**src/nmahe_pkg.sv**
```systemverilog
// ==========================================
// Constants and types for the flash-mode access and parity block
package nmahe_pkg;
	localparam int ADDR_W = 24; // CPU word address width
	localparam int EM_A_W = 21; // External address lines
	localparam int DATA_W = 16;
	localparam int NSPACE = 4; // Chip-select spaces two to five
	localparam int PAR_W = 12; // Parity pairs per result
	localparam int CNT_W = 9; // Datum position within a block
	localparam logic [ADDR_W-1:0] SPACE_BASE = 24'h400000; // Space two base
	localparam int SPACE_SHIFT = 21; // Each space spans 2M words
	localparam logic [1:0] BW_8BIT = 2'h0; // Bus width select, 8-bit bus
	localparam logic [NSPACE-1:0] FLASH_EN_RESET = 4'h1; // Space two only
	localparam logic [NSPACE-1:0] START_RESET = 4'h0;
	// Strobe timing, in ns, and derived cycle counts
	localparam int CLK_NS = 10;
	localparam int SETUP_NS = 20;
	localparam int STROBE_NS = 40;
	localparam int HOLD_NS = 20;
	localparam int CYC_W = 4;
	localparam logic [CYC_W-1:0] SETUP_CYC = CYC_W'((SETUP_NS + CLK_NS - 1) / CLK_NS);
	localparam logic [CYC_W-1:0] STROBE_CYC = CYC_W'((STROBE_NS + CLK_NS - 1) / CLK_NS);
	localparam logic [CYC_W-1:0] HOLD_CYC = CYC_W'((HOLD_NS + CLK_NS - 1) / CLK_NS);

	typedef enum {ACC_IDLE, ACC_SETUP, ACC_STROBE, ACC_HOLD} nmahe_state_t;

	// One single asynchronous access request
	typedef struct packed {
		logic write;
		logic [ADDR_W-1:0] addr;
		logic [DATA_W-1:0] wdata;
	} nmahe_req_t;

	// Accumulated parity of one space
	typedef struct packed {
		logic [PAR_W-1:0] odd;
		logic [PAR_W-1:0] even;
	} nmahe_par_t;
endpackage

```
**src/nmahe_core.sv**
```systemverilog
// ==========================================
// Overview of operation
// - Lowest byte-lane pin driven only when the bus width select is 8-bit.
// - Space two sits at word 400000h; word address bits 21:1 go straight to address lines.
// - No phase sequencing; every command, address or data phase is one access.
// - Chip select released at the end of every single access.
// - Select is never held through read busy; such parts need external select.
// - Addresses pass through unchanged; only linear incrementing transfers work.
// - Flash-mode space with parity start set accumulates parity over 512 bytes.
// - Result only valid for at most 512 bytes per calculation.
// - Reading a space's parity result clears its start bit.
// - Writing one to a start bit clears that space's result first.
// - 8-bit part: column parities from bit index, row from byte index.
// - 16-bit part: column parities from word bit index, row from word index.
// - After reset flash mode is on for space two, off for three to five.
// - Flash mode enabled separately per space by its own enable bit.
`timescale 1ns/1ps
module nmahe_core (
	input wire logic core_clk, // 100 MHz clock
	input wire logic reset_n, // Synchronous reset, active low
	input wire logic reqValid, // Access request
	input wire nmahe_pkg::nmahe_req_t req, // Access write flag, address, data
	output logic reqReady, // Idle and able to take a request
	output logic accDone, // One-cycle pulse, access finished
	output logic [nmahe_pkg::DATA_W-1:0] accRData, // Read data of last access
	input wire logic [1:0] busWidthSelect, // External bus width
	input wire logic ctrlWrite, // Control write strobe
	input wire logic [nmahe_pkg::NSPACE-1:0] ctrlFlashEn, // Per-space flash mode
	input wire logic [nmahe_pkg::NSPACE-1:0] ctrlParStart, // Per-space parity start
	output logic [nmahe_pkg::NSPACE-1:0] spaceFlashModeEnable, // Flash mode state
	output logic [nmahe_pkg::NSPACE-1:0] spaceParityStart, // Parity start state
	input wire logic parRead, // Parity result read strobe
	input wire logic [1:0] parReadSel, // Space to read
	output nmahe_pkg::nmahe_par_t parRData, // Result, registered
	output logic [nmahe_pkg::EM_A_W-1:0] extAddr, // External address lines
	output logic [1:0] byteLanePins, // Byte-lane address pins
	output logic byteLaneLowOe, // Drive enable of the low lane pin
	output logic [nmahe_pkg::NSPACE-1:0] chipSelect_n, // Chip selects two to five
	output logic writeEnable_n, // Write strobe
	output logic outputEnable_n, // Read strobe
	input wire logic [nmahe_pkg::DATA_W-1:0] extDataIn, // Data pins in
	output logic [nmahe_pkg::DATA_W-1:0] extDataOut, // Data pins out
	output logic extDataOe // Data pins driven
);
	// ==========================================
	// Helpers

	// Space index of a CPU word address; bit 2 says it hits a space
	function automatic logic [2:0] spaceOf(input logic [nmahe_pkg::ADDR_W-1:0] a);
		logic [nmahe_pkg::ADDR_W-1:0] off;
		off = a - nmahe_pkg::SPACE_BASE;
		spaceOf = {(a >= nmahe_pkg::SPACE_BASE) && (off[nmahe_pkg::ADDR_W-1:
			nmahe_pkg::SPACE_SHIFT+2] == '0), off[nmahe_pkg::SPACE_SHIFT+1 -: 2]};
	endfunction

	// Parity contribution of one datum: odd half XORs the bit addresses of set
	// bits, even half their complements; one form serves both bus widths
	function automatic nmahe_pkg::nmahe_par_t parOf(input logic [nmahe_pkg::DATA_W-1:0] d,
		input logic [nmahe_pkg::CNT_W-1:0] pos, input logic wide);
		nmahe_pkg::nmahe_par_t p;
		logic [nmahe_pkg::PAR_W-1:0] ba;
		p = '0;
		for (int j = 0; j < nmahe_pkg::DATA_W; j++) begin
			if (wide) begin
				ba = {pos[7:0], 4'(j)};
			end else begin
				ba = {pos, 3'(j)};
			end
			if (d[j] && (wide || j < 8)) begin
				p.odd = p.odd ^ ba;
				p.even = p.even ^ ~ba;
			end
		end
		return p;
	endfunction

	// ==========================================
	// Access sequencer
	nmahe_pkg::nmahe_state_t state_q;
	logic [nmahe_pkg::CYC_W-1:0] cyc_q;
	nmahe_pkg::nmahe_req_t cur_q;
	logic [2:0] space_q;
	logic wide;
	logic strobeEnd;

	assign wide = busWidthSelect != nmahe_pkg::BW_8BIT;
	assign reqReady = state_q == nmahe_pkg::ACC_IDLE;
	assign strobeEnd = (state_q == nmahe_pkg::ACC_STROBE) && (cyc_q == 4'h1);

	// One request is one setup-strobe-hold access; nothing chains phases
	always_ff @(posedge core_clk) begin
		if (!reset_n) begin
			state_q <= nmahe_pkg::ACC_IDLE;
			cyc_q <= '0;
			cur_q <= '0;
			space_q <= '0;
		end else begin
			case (state_q)
				nmahe_pkg::ACC_IDLE: begin
					if (reqValid) begin
						cur_q <= req;
						space_q <= spaceOf(req.addr);
						cyc_q <= nmahe_pkg::SETUP_CYC;
						state_q <= nmahe_pkg::ACC_SETUP;
					end
				end
				nmahe_pkg::ACC_SETUP: begin
					cyc_q <= cyc_q - 4'h1;
					if (cyc_q == 4'h1) begin
						cyc_q <= nmahe_pkg::STROBE_CYC;
						state_q <= nmahe_pkg::ACC_STROBE;
					end
				end
				nmahe_pkg::ACC_STROBE: begin
					cyc_q <= cyc_q - 4'h1;
					if (cyc_q == 4'h1) begin
						cyc_q <= nmahe_pkg::HOLD_CYC;
						state_q <= nmahe_pkg::ACC_HOLD;
					end
				end
				nmahe_pkg::ACC_HOLD: begin
					cyc_q <= cyc_q - 4'h1;
					if (cyc_q == 4'h1) begin
						state_q <= nmahe_pkg::ACC_IDLE;
					end
				end
				default: begin
					state_q <= nmahe_pkg::ACC_IDLE;
				end
			endcase
		end
	end

	// Pin drive; select drops after each hold, never kept across accesses
	always_ff @(posedge core_clk) begin
		if (!reset_n) begin
			chipSelect_n <= '1;
			writeEnable_n <= 1'b1;
			outputEnable_n <= 1'b1;
			extAddr <= '0;
			byteLanePins <= '0;
			byteLaneLowOe <= 1'b0;
			extDataOut <= '0;
			extDataOe <= 1'b0;
		end else begin
			chipSelect_n <= '1;
			writeEnable_n <= 1'b1;
			outputEnable_n <= 1'b1;
			extDataOe <= 1'b0;
			if (state_q != nmahe_pkg::ACC_IDLE && !(state_q == nmahe_pkg::ACC_HOLD
				&& cyc_q == 4'h1)) begin
				chipSelect_n[space_q[1:0]] <= ~space_q[2];
				extAddr <= cur_q.addr[nmahe_pkg::EM_A_W:1];
				byteLanePins[1] <= cur_q.addr[0];
				byteLanePins[0] <= 1'b0;
				byteLaneLowOe <= !wide;
				extDataOut <= cur_q.wdata;
				extDataOe <= cur_q.write;
				if (state_q == nmahe_pkg::ACC_STROBE && cyc_q != 4'h1) begin
					writeEnable_n <= ~cur_q.write;
					outputEnable_n <= cur_q.write;
				end
			end else begin
				byteLaneLowOe <= 1'b0;
			end
		end
	end

	// Read data is taken at the end of the strobe, when the part has settled
	always_ff @(posedge core_clk) begin
		if (!reset_n) begin
			accRData <= '0;
			accDone <= 1'b0;
		end else begin
			accDone <= (state_q == nmahe_pkg::ACC_HOLD) && (cyc_q == 4'h1);
			if (strobeEnd && !cur_q.write) begin
				accRData <= extDataIn;
			end
		end
	end

	// ==========================================
	// Control bits
	always_ff @(posedge core_clk) begin
		if (!reset_n) begin
			spaceFlashModeEnable <= nmahe_pkg::FLASH_EN_RESET;
			spaceParityStart <= nmahe_pkg::START_RESET;
		end else begin
			if (ctrlWrite) begin
				spaceFlashModeEnable <= ctrlFlashEn;
			end
			for (int s = 0; s < nmahe_pkg::NSPACE; s++) begin
				// A fresh start written in the same cycle as a result read wins
				if (ctrlWrite && ctrlParStart[s]) begin
					spaceParityStart[s] <= 1'b1;
				end else if (parRead && parReadSel == 2'(s)) begin
					spaceParityStart[s] <= 1'b0;
				end
			end
		end
	end

	// ==========================================
	// Parity accumulators, one per space
	nmahe_pkg::nmahe_par_t par_q [nmahe_pkg::NSPACE];
	logic [nmahe_pkg::CNT_W-1:0] pos_q [nmahe_pkg::NSPACE];

	// Beyond 512 bytes the position wraps, so the result is not meaningful
	always_ff @(posedge core_clk) begin
		if (!reset_n) begin
			for (int s = 0; s < nmahe_pkg::NSPACE; s++) begin
				par_q[s] <= '0;
				pos_q[s] <= '0;
			end
		end else begin
			for (int s = 0; s < nmahe_pkg::NSPACE; s++) begin
				if (ctrlWrite && ctrlParStart[s]) begin
					par_q[s] <= '0;
					pos_q[s] <= '0;
				end else if (strobeEnd && space_q == {1'b1, 2'(s)}
					&& spaceFlashModeEnable[s] && spaceParityStart[s]) begin
					par_q[s] <= par_q[s] ^ parOf(cur_q.write ? cur_q.wdata : extDataIn,
						pos_q[s], wide);
					pos_q[s] <= pos_q[s] + 9'h001;
				end
			end
		end
	end

	// Result read port
	always_ff @(posedge core_clk) begin
		if (!reset_n) begin
			parRData <= '0;
		end else if (parRead) begin
			parRData <= par_q[parReadSel];
		end
	end
endmodule // nmahe_core

```
**config.mk**
```make
export PLATFORM = sky130hd
export DESIGN_NAME = nmahe_core
export DESIGN_NICKNAME = d
export VERILOG_FILES = /design/src/nmahe_pkg.sv /design/src/nmahe_core.sv
export SDC_FILE = /design/constraint.sdc
export NUM_CORES = 1
export LEC_CHECK = 0
export BUFFER_PORTS_ARGS = -buffer_cell sky130_fd_sc_hd__buf_2
export CAP_MARGIN = 20
export CORE_AREA = 2 2 222 224
export CTS_CLUSTER_DIAMETER = 150
export DETAILED_ROUTE_END_ITERATION = 7
export DIE_AREA = 0 0 224 226
export SLEW_MARGIN = 20
export SYNTH_ARGS = -nofsm -noshare
export SYNTH_HDL_FRONTEND = slang
export SYNTH_SLANG_ARGS = --single-unit
```
**constraint.sdc**
```tcl
create_clock -name core_clk -period 3.1 [get_ports core_clk]
set_input_delay 0.155 -clock core_clk [delete_from_list [all_inputs] [get_ports core_clk]]
set_output_delay 0.155 -clock core_clk [all_outputs]
set_load 0.03 [all_outputs]
```
==> metrics.md <==
| Metric | Value |
|---|---|
| Max FO, Critical Path | 128 |
| Final global-route overflow total | 0 |
| TNS Setup | 0 ns |
| Area growth from synthesis to layout | 23.34% |
| Classification of the worst-slack hold path | in -> reg |
| Register-to-Register Setup Slack | 0.14 ns |
| Worst Path Buf+Inv | 2 |
| Worst min-delay path startpoint | reset_n |
| Final setup violation count | 0 |
| Most used flip-flop cell after synthesis | sky130_fd_sc_hd__dfxtp_1 |
| WP data required | 3.49 ns |
| Kind of cell adding the most delay to the critical path | XOR/XNOR gates |
| Average routed wire per standard cell | 16.71 µm |
| Launching element type of the critical path | flip-flop |
| Most area-consuming cells after synthesis | sky130_fd_sc_hd__edfxtp_1 (30%), sky130_fd_sc_hd__dfxtp_1 (21%), sky130_fd_sc_hd__mux2i_1 (6.8%), sky130_fd_sc_hd__nand2_1 (5.1%), sky130_fd_sc_hd__xnor2_1 (4.7%) |
| Initial core utilization | 27.76% |
| DRC violation count after routing | 0 |
| Vert. Die Dim | 226 µm |
| Clk network pwr share | 28.5% |
| Global router's overall resource usage | 14.14% |
| Post-detailed-placement half-perimeter wirelength | 24.14 mm |
| Ordered cell list for the critical path | buf_12, mux2i_2, nor2_1, xnor2_2, xnor3_2, xnor2_2, buf_12, or3_1, a21oi_1 |
| Number of buffers between clock root and the deepest sink | 3 |
| Final standard cell utilization of the core | 34.23% |
| Worst Hold Depth | 2 |
| Yosys reg bits | 274 |
| Count of final max-slew check failures | 0 |
| Slew Limit Headroom | 36.76% |
| DRT iter0 DRCs | 650 |
| Type of element capturing the critical path | flip-flop |
| TritonCTS clock tree | yes |
| First-pass GRT wire length | 57.35 mm |
| Clock edge transition at the registers on the reported setup and hold paths | 0.06 ns |
| Number of hold violations in the final report | 0 |
| Net switching fraction of the power | 36.00% |
| Slowest Stage Delay on Critical Path | 0.51 ns |
| Ports placed on the boundary | 171 |
| Largest net degree at the start of global routing | 129 |
| Die outline area | 0.05062 mm² |
| Clock insertion delay at the later pin of the skew report | 0.56 ns |
| Clock tree root buffer cell | sky130_fd_sc_hd__clkbuf_16 |
| Number of synthesized flops with an enable pin | 132 |
| Yosys warning count | 0 |
| Number of H-tree branching levels | 1 |
| Register-to-Register Path Depth | 9 |
| Crit path max-delay cell type | sky130_fd_sc_hd__xnor3_2 |
| Period utilisation layout | 95.41% |
| Proportion of power drawn by flip-flops and latches | 36.3% |
| Buffers on Ports | 169 |
| Proportion of register bits with asynchronous set or reset after synthesis | 0% |
| Power per standard cell area | 719.3 mW/mm² |
| Vias | 10171 |
| Die Wd | 224 µm |
| Cell-internal power | 0.007619 W |
| Max VDD drop | 1.075 mV |
| Number of inserted filler cells in the final layout | 4775 |
| Gp weighted congestion | 0.8046 |
| Final antenna-violating net count | 0 |
| Most area-hungry cell type in the Yosys netlist | sky130_fd_sc_hd__edfxtp_1 |
| Reg-to-reg endpoint | par_q[2][5]$_SDFFCE_PN0P_ |
| Share of total power in combinational logic | 35.2% |
| Final worst path period need | 2.958 ns |
| Worst clock skew | 0.01598 ns |
| Smallest hold slack | 0.02305 ns |
| Number of instances in the synthesized netlist | 1305 |
| Portion of the post-synthesis area used by sequential elements | 50.73% |
| Fraction of post-synthesis cell area in the top cell type by area | 29.54% |
| Number of global-route vias before repair | 10267 |
| Area of combinational cells with multiple inputs | 0.006155 mm² |
| Transition at the pin with the smallest max-transition slack | 0.9486 ns |
| Number of detailed-routing iterations run before antenna repair | 7 |
| Startpoint of the lowest-slack register-to-register path | cur_q[40]$_SDFFE_PN0P_ |
| Critical setup path kind | reg -> reg |
| Max-Cap Viols | 0 |
| Total chip power | 0.01190 W |
| End point of the worst hold path | space_q[1]$_SDFFE_PN0P_ |
| Sinks on the clock net | 274 |
| Nets | 1598 |
| Total routed wirelength | 36.14 mm |
| Synth cell types | 39 |
| Number of antenna violations at the first check in global routing | 3 |
| Footprint of the flip-flops and latches | 0.006807 mm² |
| Power spent charging and discharging nets | 0.004286 W |
| Result of the run | complete, no violations |
| Leakage power | 6.358 nW |
| Via-per-instance ratio | 4.702 |
| Highest Clock Rate | 0.3381 GHz |
| Crit path DAT | 3.35 ns |
| Mapped Avg Cell Area | 10.28 µm² |
| Post-Syn Area | 0.01342 mm² |
| Area of the core | 0.04834 mm² |
| Syn_nets | 1390 |
| Placement Rows | 81 |
| Layout cell share with drive strength beyond 1 | 17.43% |
| TritonCTS Buffers | 31 |
-- cells in the final DEF, fill, tap and decap left out, types with 4 or more instances in the layout --
cell type                       synthesis  final
sky130_fd_sc_hd__nand2_1              181    181
sky130_fd_sc_hd__buf_2                  1    168
sky130_fd_sc_hd__dfxtp_1              142    142
sky130_fd_sc_hd__edfxtp_1             132    132
sky130_fd_sc_hd__mux2i_1               91     90
sky130_fd_sc_hd__a21boi_0              82     82
sky130_fd_sc_hd__nor2_1                83     81
sky130_fd_sc_hd__a21oi_1               75     74
sky130_fd_sc_hd__o21ai_0               71     71
sky130_fd_sc_hd__xnor2_1               72     68
sky130_fd_sc_hd__or3_1                 67     67
sky130_fd_sc_hd__dlygate4sd3_1          0     65
sky130_fd_sc_hd__nor2b_1               50     50
sky130_fd_sc_hd__inv_1                 40     40
sky130_fd_sc_hd__xor2_1                34     34
sky130_fd_sc_hd__clkbuf_16              0     31
sky130_fd_sc_hd__mux4_2                24     24
sky130_fd_sc_hd__nand3_1               18     18
sky130_fd_sc_hd__buf_4                  1     17
sky130_fd_sc_hd__and3_1                11     11
sky130_fd_sc_hd__ha_1                  11     11
sky130_fd_sc_hd__clkbuf_1              64     11
sky130_fd_sc_hd__nand4_1                9      9
sky130_fd_sc_hd__and2_1                 6      6
sky130_fd_sc_hd__clkinv_1               0      6
sky130_fd_sc_hd__buf_12                 1      5
sky130_fd_sc_hd__o211ai_1               4      4
sky130_fd_sc_hd__xnor2_2                0      4
sky130_fd_sc_hd__a31oi_1                4      4
sky130_fd_sc_hd__clkbuf_8               0      4
-- cell type report --
class                           instances  share of cell area, %
Multi-Input combinational cell        911                  37.19
Tap cell                              622                  4.703
Antenna cell                            3                0.04536
Clock inverter                         12                 0.3705
Inverter                               40                 0.9072
Timing Repair Buffer                  255                  10.39
Clock buffer                           46                  5.270
Sequential cell                       274                  41.13
-- power groups by stage --
stage          Combinational [W]  Clock, W  Sequential (W)
5_1_grt                  0.00466   0.00362         0.00436
3_5_place_dp             0.00410         0         0.00439
6_report                 0.00419   0.00339         0.00432
4_1_cts                  0.00419   0.00348         0.00432
3_3_place_gp             0.00401         0         0.00438
2_1_floorplan            0.00317         0         0.00452
-- Yosys cell counts (all sizes together), types with 2 or more instances --
| master | count |
|---|---|
| a21boi | 82 |
| a21oi | 75 |
| a31oi | 4 |
| and2 | 6 |
| and3 | 11 |
| buf | 16 |
| clkbuf | 64 |
| dfxtp | 142 |
| edfxtp | 132 |
| ha | 11 |
| inv | 40 |
| mux2i | 92 |
| mux4 | 24 |
| nand2 | 181 |
| nand3 | 18 |
| nand4 | 9 |
| nor2 | 84 |
| nor2b | 50 |
| nor3 | 2 |
| nor3b | 2 |
| o211a | 2 |
| o211ai | 4 |
| o21ai | 71 |
| o22ai | 2 |
| or3 | 67 |
| xnor2 | 72 |
| xnor3 | 4 |
| xor2 | 34 |
-- layer usage --
| layer | global-route usage (%) | wire length (µm) | up-vias |
|---|---|---|---|
| li1 | - | - | 4964 |
| met1 | 18.23 | 16270 | 4939 |
| met2 | 24.09 | 17330 | 201 |
| met3 | 2.277 | 1426 | 67 |
| met4 | 4.731 | 1119 | 0 |
| met5 | 0 | 0 | - |
-- cell families after synthesis --
kind of cell               synth area share, %
muxes                                    10.98
AOI/OAI and AO/OA                        10.76
buffers and inverters                    3.795
other                                  0.02795
xor gates and xnor gates                 7.609
DFF                                      50.73
and+or+nand+nor                          15.07
adders and majority gates                1.026
-- what timing repair did --
item,in CTS,in global routing
hold endpoints to repair,65,0
buffers inserted,0,1
pin swaps,1,1
setup endpoints to repair,1,39
gates resized for setup,0,4
gates cloned,0,0
hold buffers,65,0
-- worst reg2reg max path, stage by stage, from the launching register on --
cell                      delay, ns
sky130_fd_sc_hd__dfxtp_1       0.35
sky130_fd_sc_hd__buf_12        0.20
sky130_fd_sc_hd__mux2i_2       0.30
sky130_fd_sc_hd__nor2_1        0.14
sky130_fd_sc_hd__xnor2_2       0.24
sky130_fd_sc_hd__xnor3_2       0.51
sky130_fd_sc_hd__xnor2_2       0.17
sky130_fd_sc_hd__buf_12        0.20
sky130_fd_sc_hd__or3_1         0.51
sky130_fd_sc_hd__a21oi_1       0.16
-- flip-flops by register name, summed over array words and instances, names as in the netlist, 2 cells and up --
| register | count |
|---|---|
| extDataOut | 16 |
| accRData | 16 |
| spaceParityStart | 4 |
| pos_q | 36 |
| parRData | 24 |
| par_q | 96 |
| state_q | 2 |
| space_q | 3 |
| cyc_q | 4 |
| spaceFlashModeEnable | 4 |
| cur_q | 38 |
| chipSelect_n | 4 |
| extAddr | 21 |
-- how the worst max path moves through the flow --
| stage | startpoint | endpoint | slack (ns) | cells past startpoint |
|---|---|---|---|---|
| floorplan | cyc_q[1]$_SDFFE_PN0P_ | par_q[0][0]$_SDFFCE_PN0P_ | 0.02 | 6 |
| global placement | cur_q[40]$_SDFFE_PN0P_ | par_q[2][8]$_SDFFCE_PN0P_ | 0.10 | 9 |
| detailed placement | cur_q[40]$_SDFFE_PN0P_ | par_q[1][9]$_SDFFCE_PN0P_ | -0.01 | 9 |
| CTS | cur_q[40]$_SDFFE_PN0P_ | par_q[2][5]$_SDFFCE_PN0P_ | 0.14 | 9 |
| global route | cur_q[40]$_SDFFE_PN0P_ | par_q[1][20]$_SDFFCE_PN0P_ | -0.001 | 9 |
| finish | cur_q[40]$_SDFFE_PN0P_ | par_q[2][5]$_SDFFCE_PN0P_ | 0.14 | 9 |
-- metrics by stage --
| stage | cell area [µm²] | cells | setup WS [ns] |
|---|---|---|---|
| 2_1_floorplan | 13430 | 1305 | 0.02386 |
| 3_3_place_gp | 14920 | 2036 | 0.1003 |
| 3_5_place_dp | 14920 | 2036 | -0.01158 |
| 4_1_cts | 16510 | 2159 | 0.1356 |
| 5_1_grt | 16550 | 2163 | -0.001019 |
| 6_report | 16550 | 2163 | 0.1423 |
No activity file was read; power rests on OpenSTA's default activity.
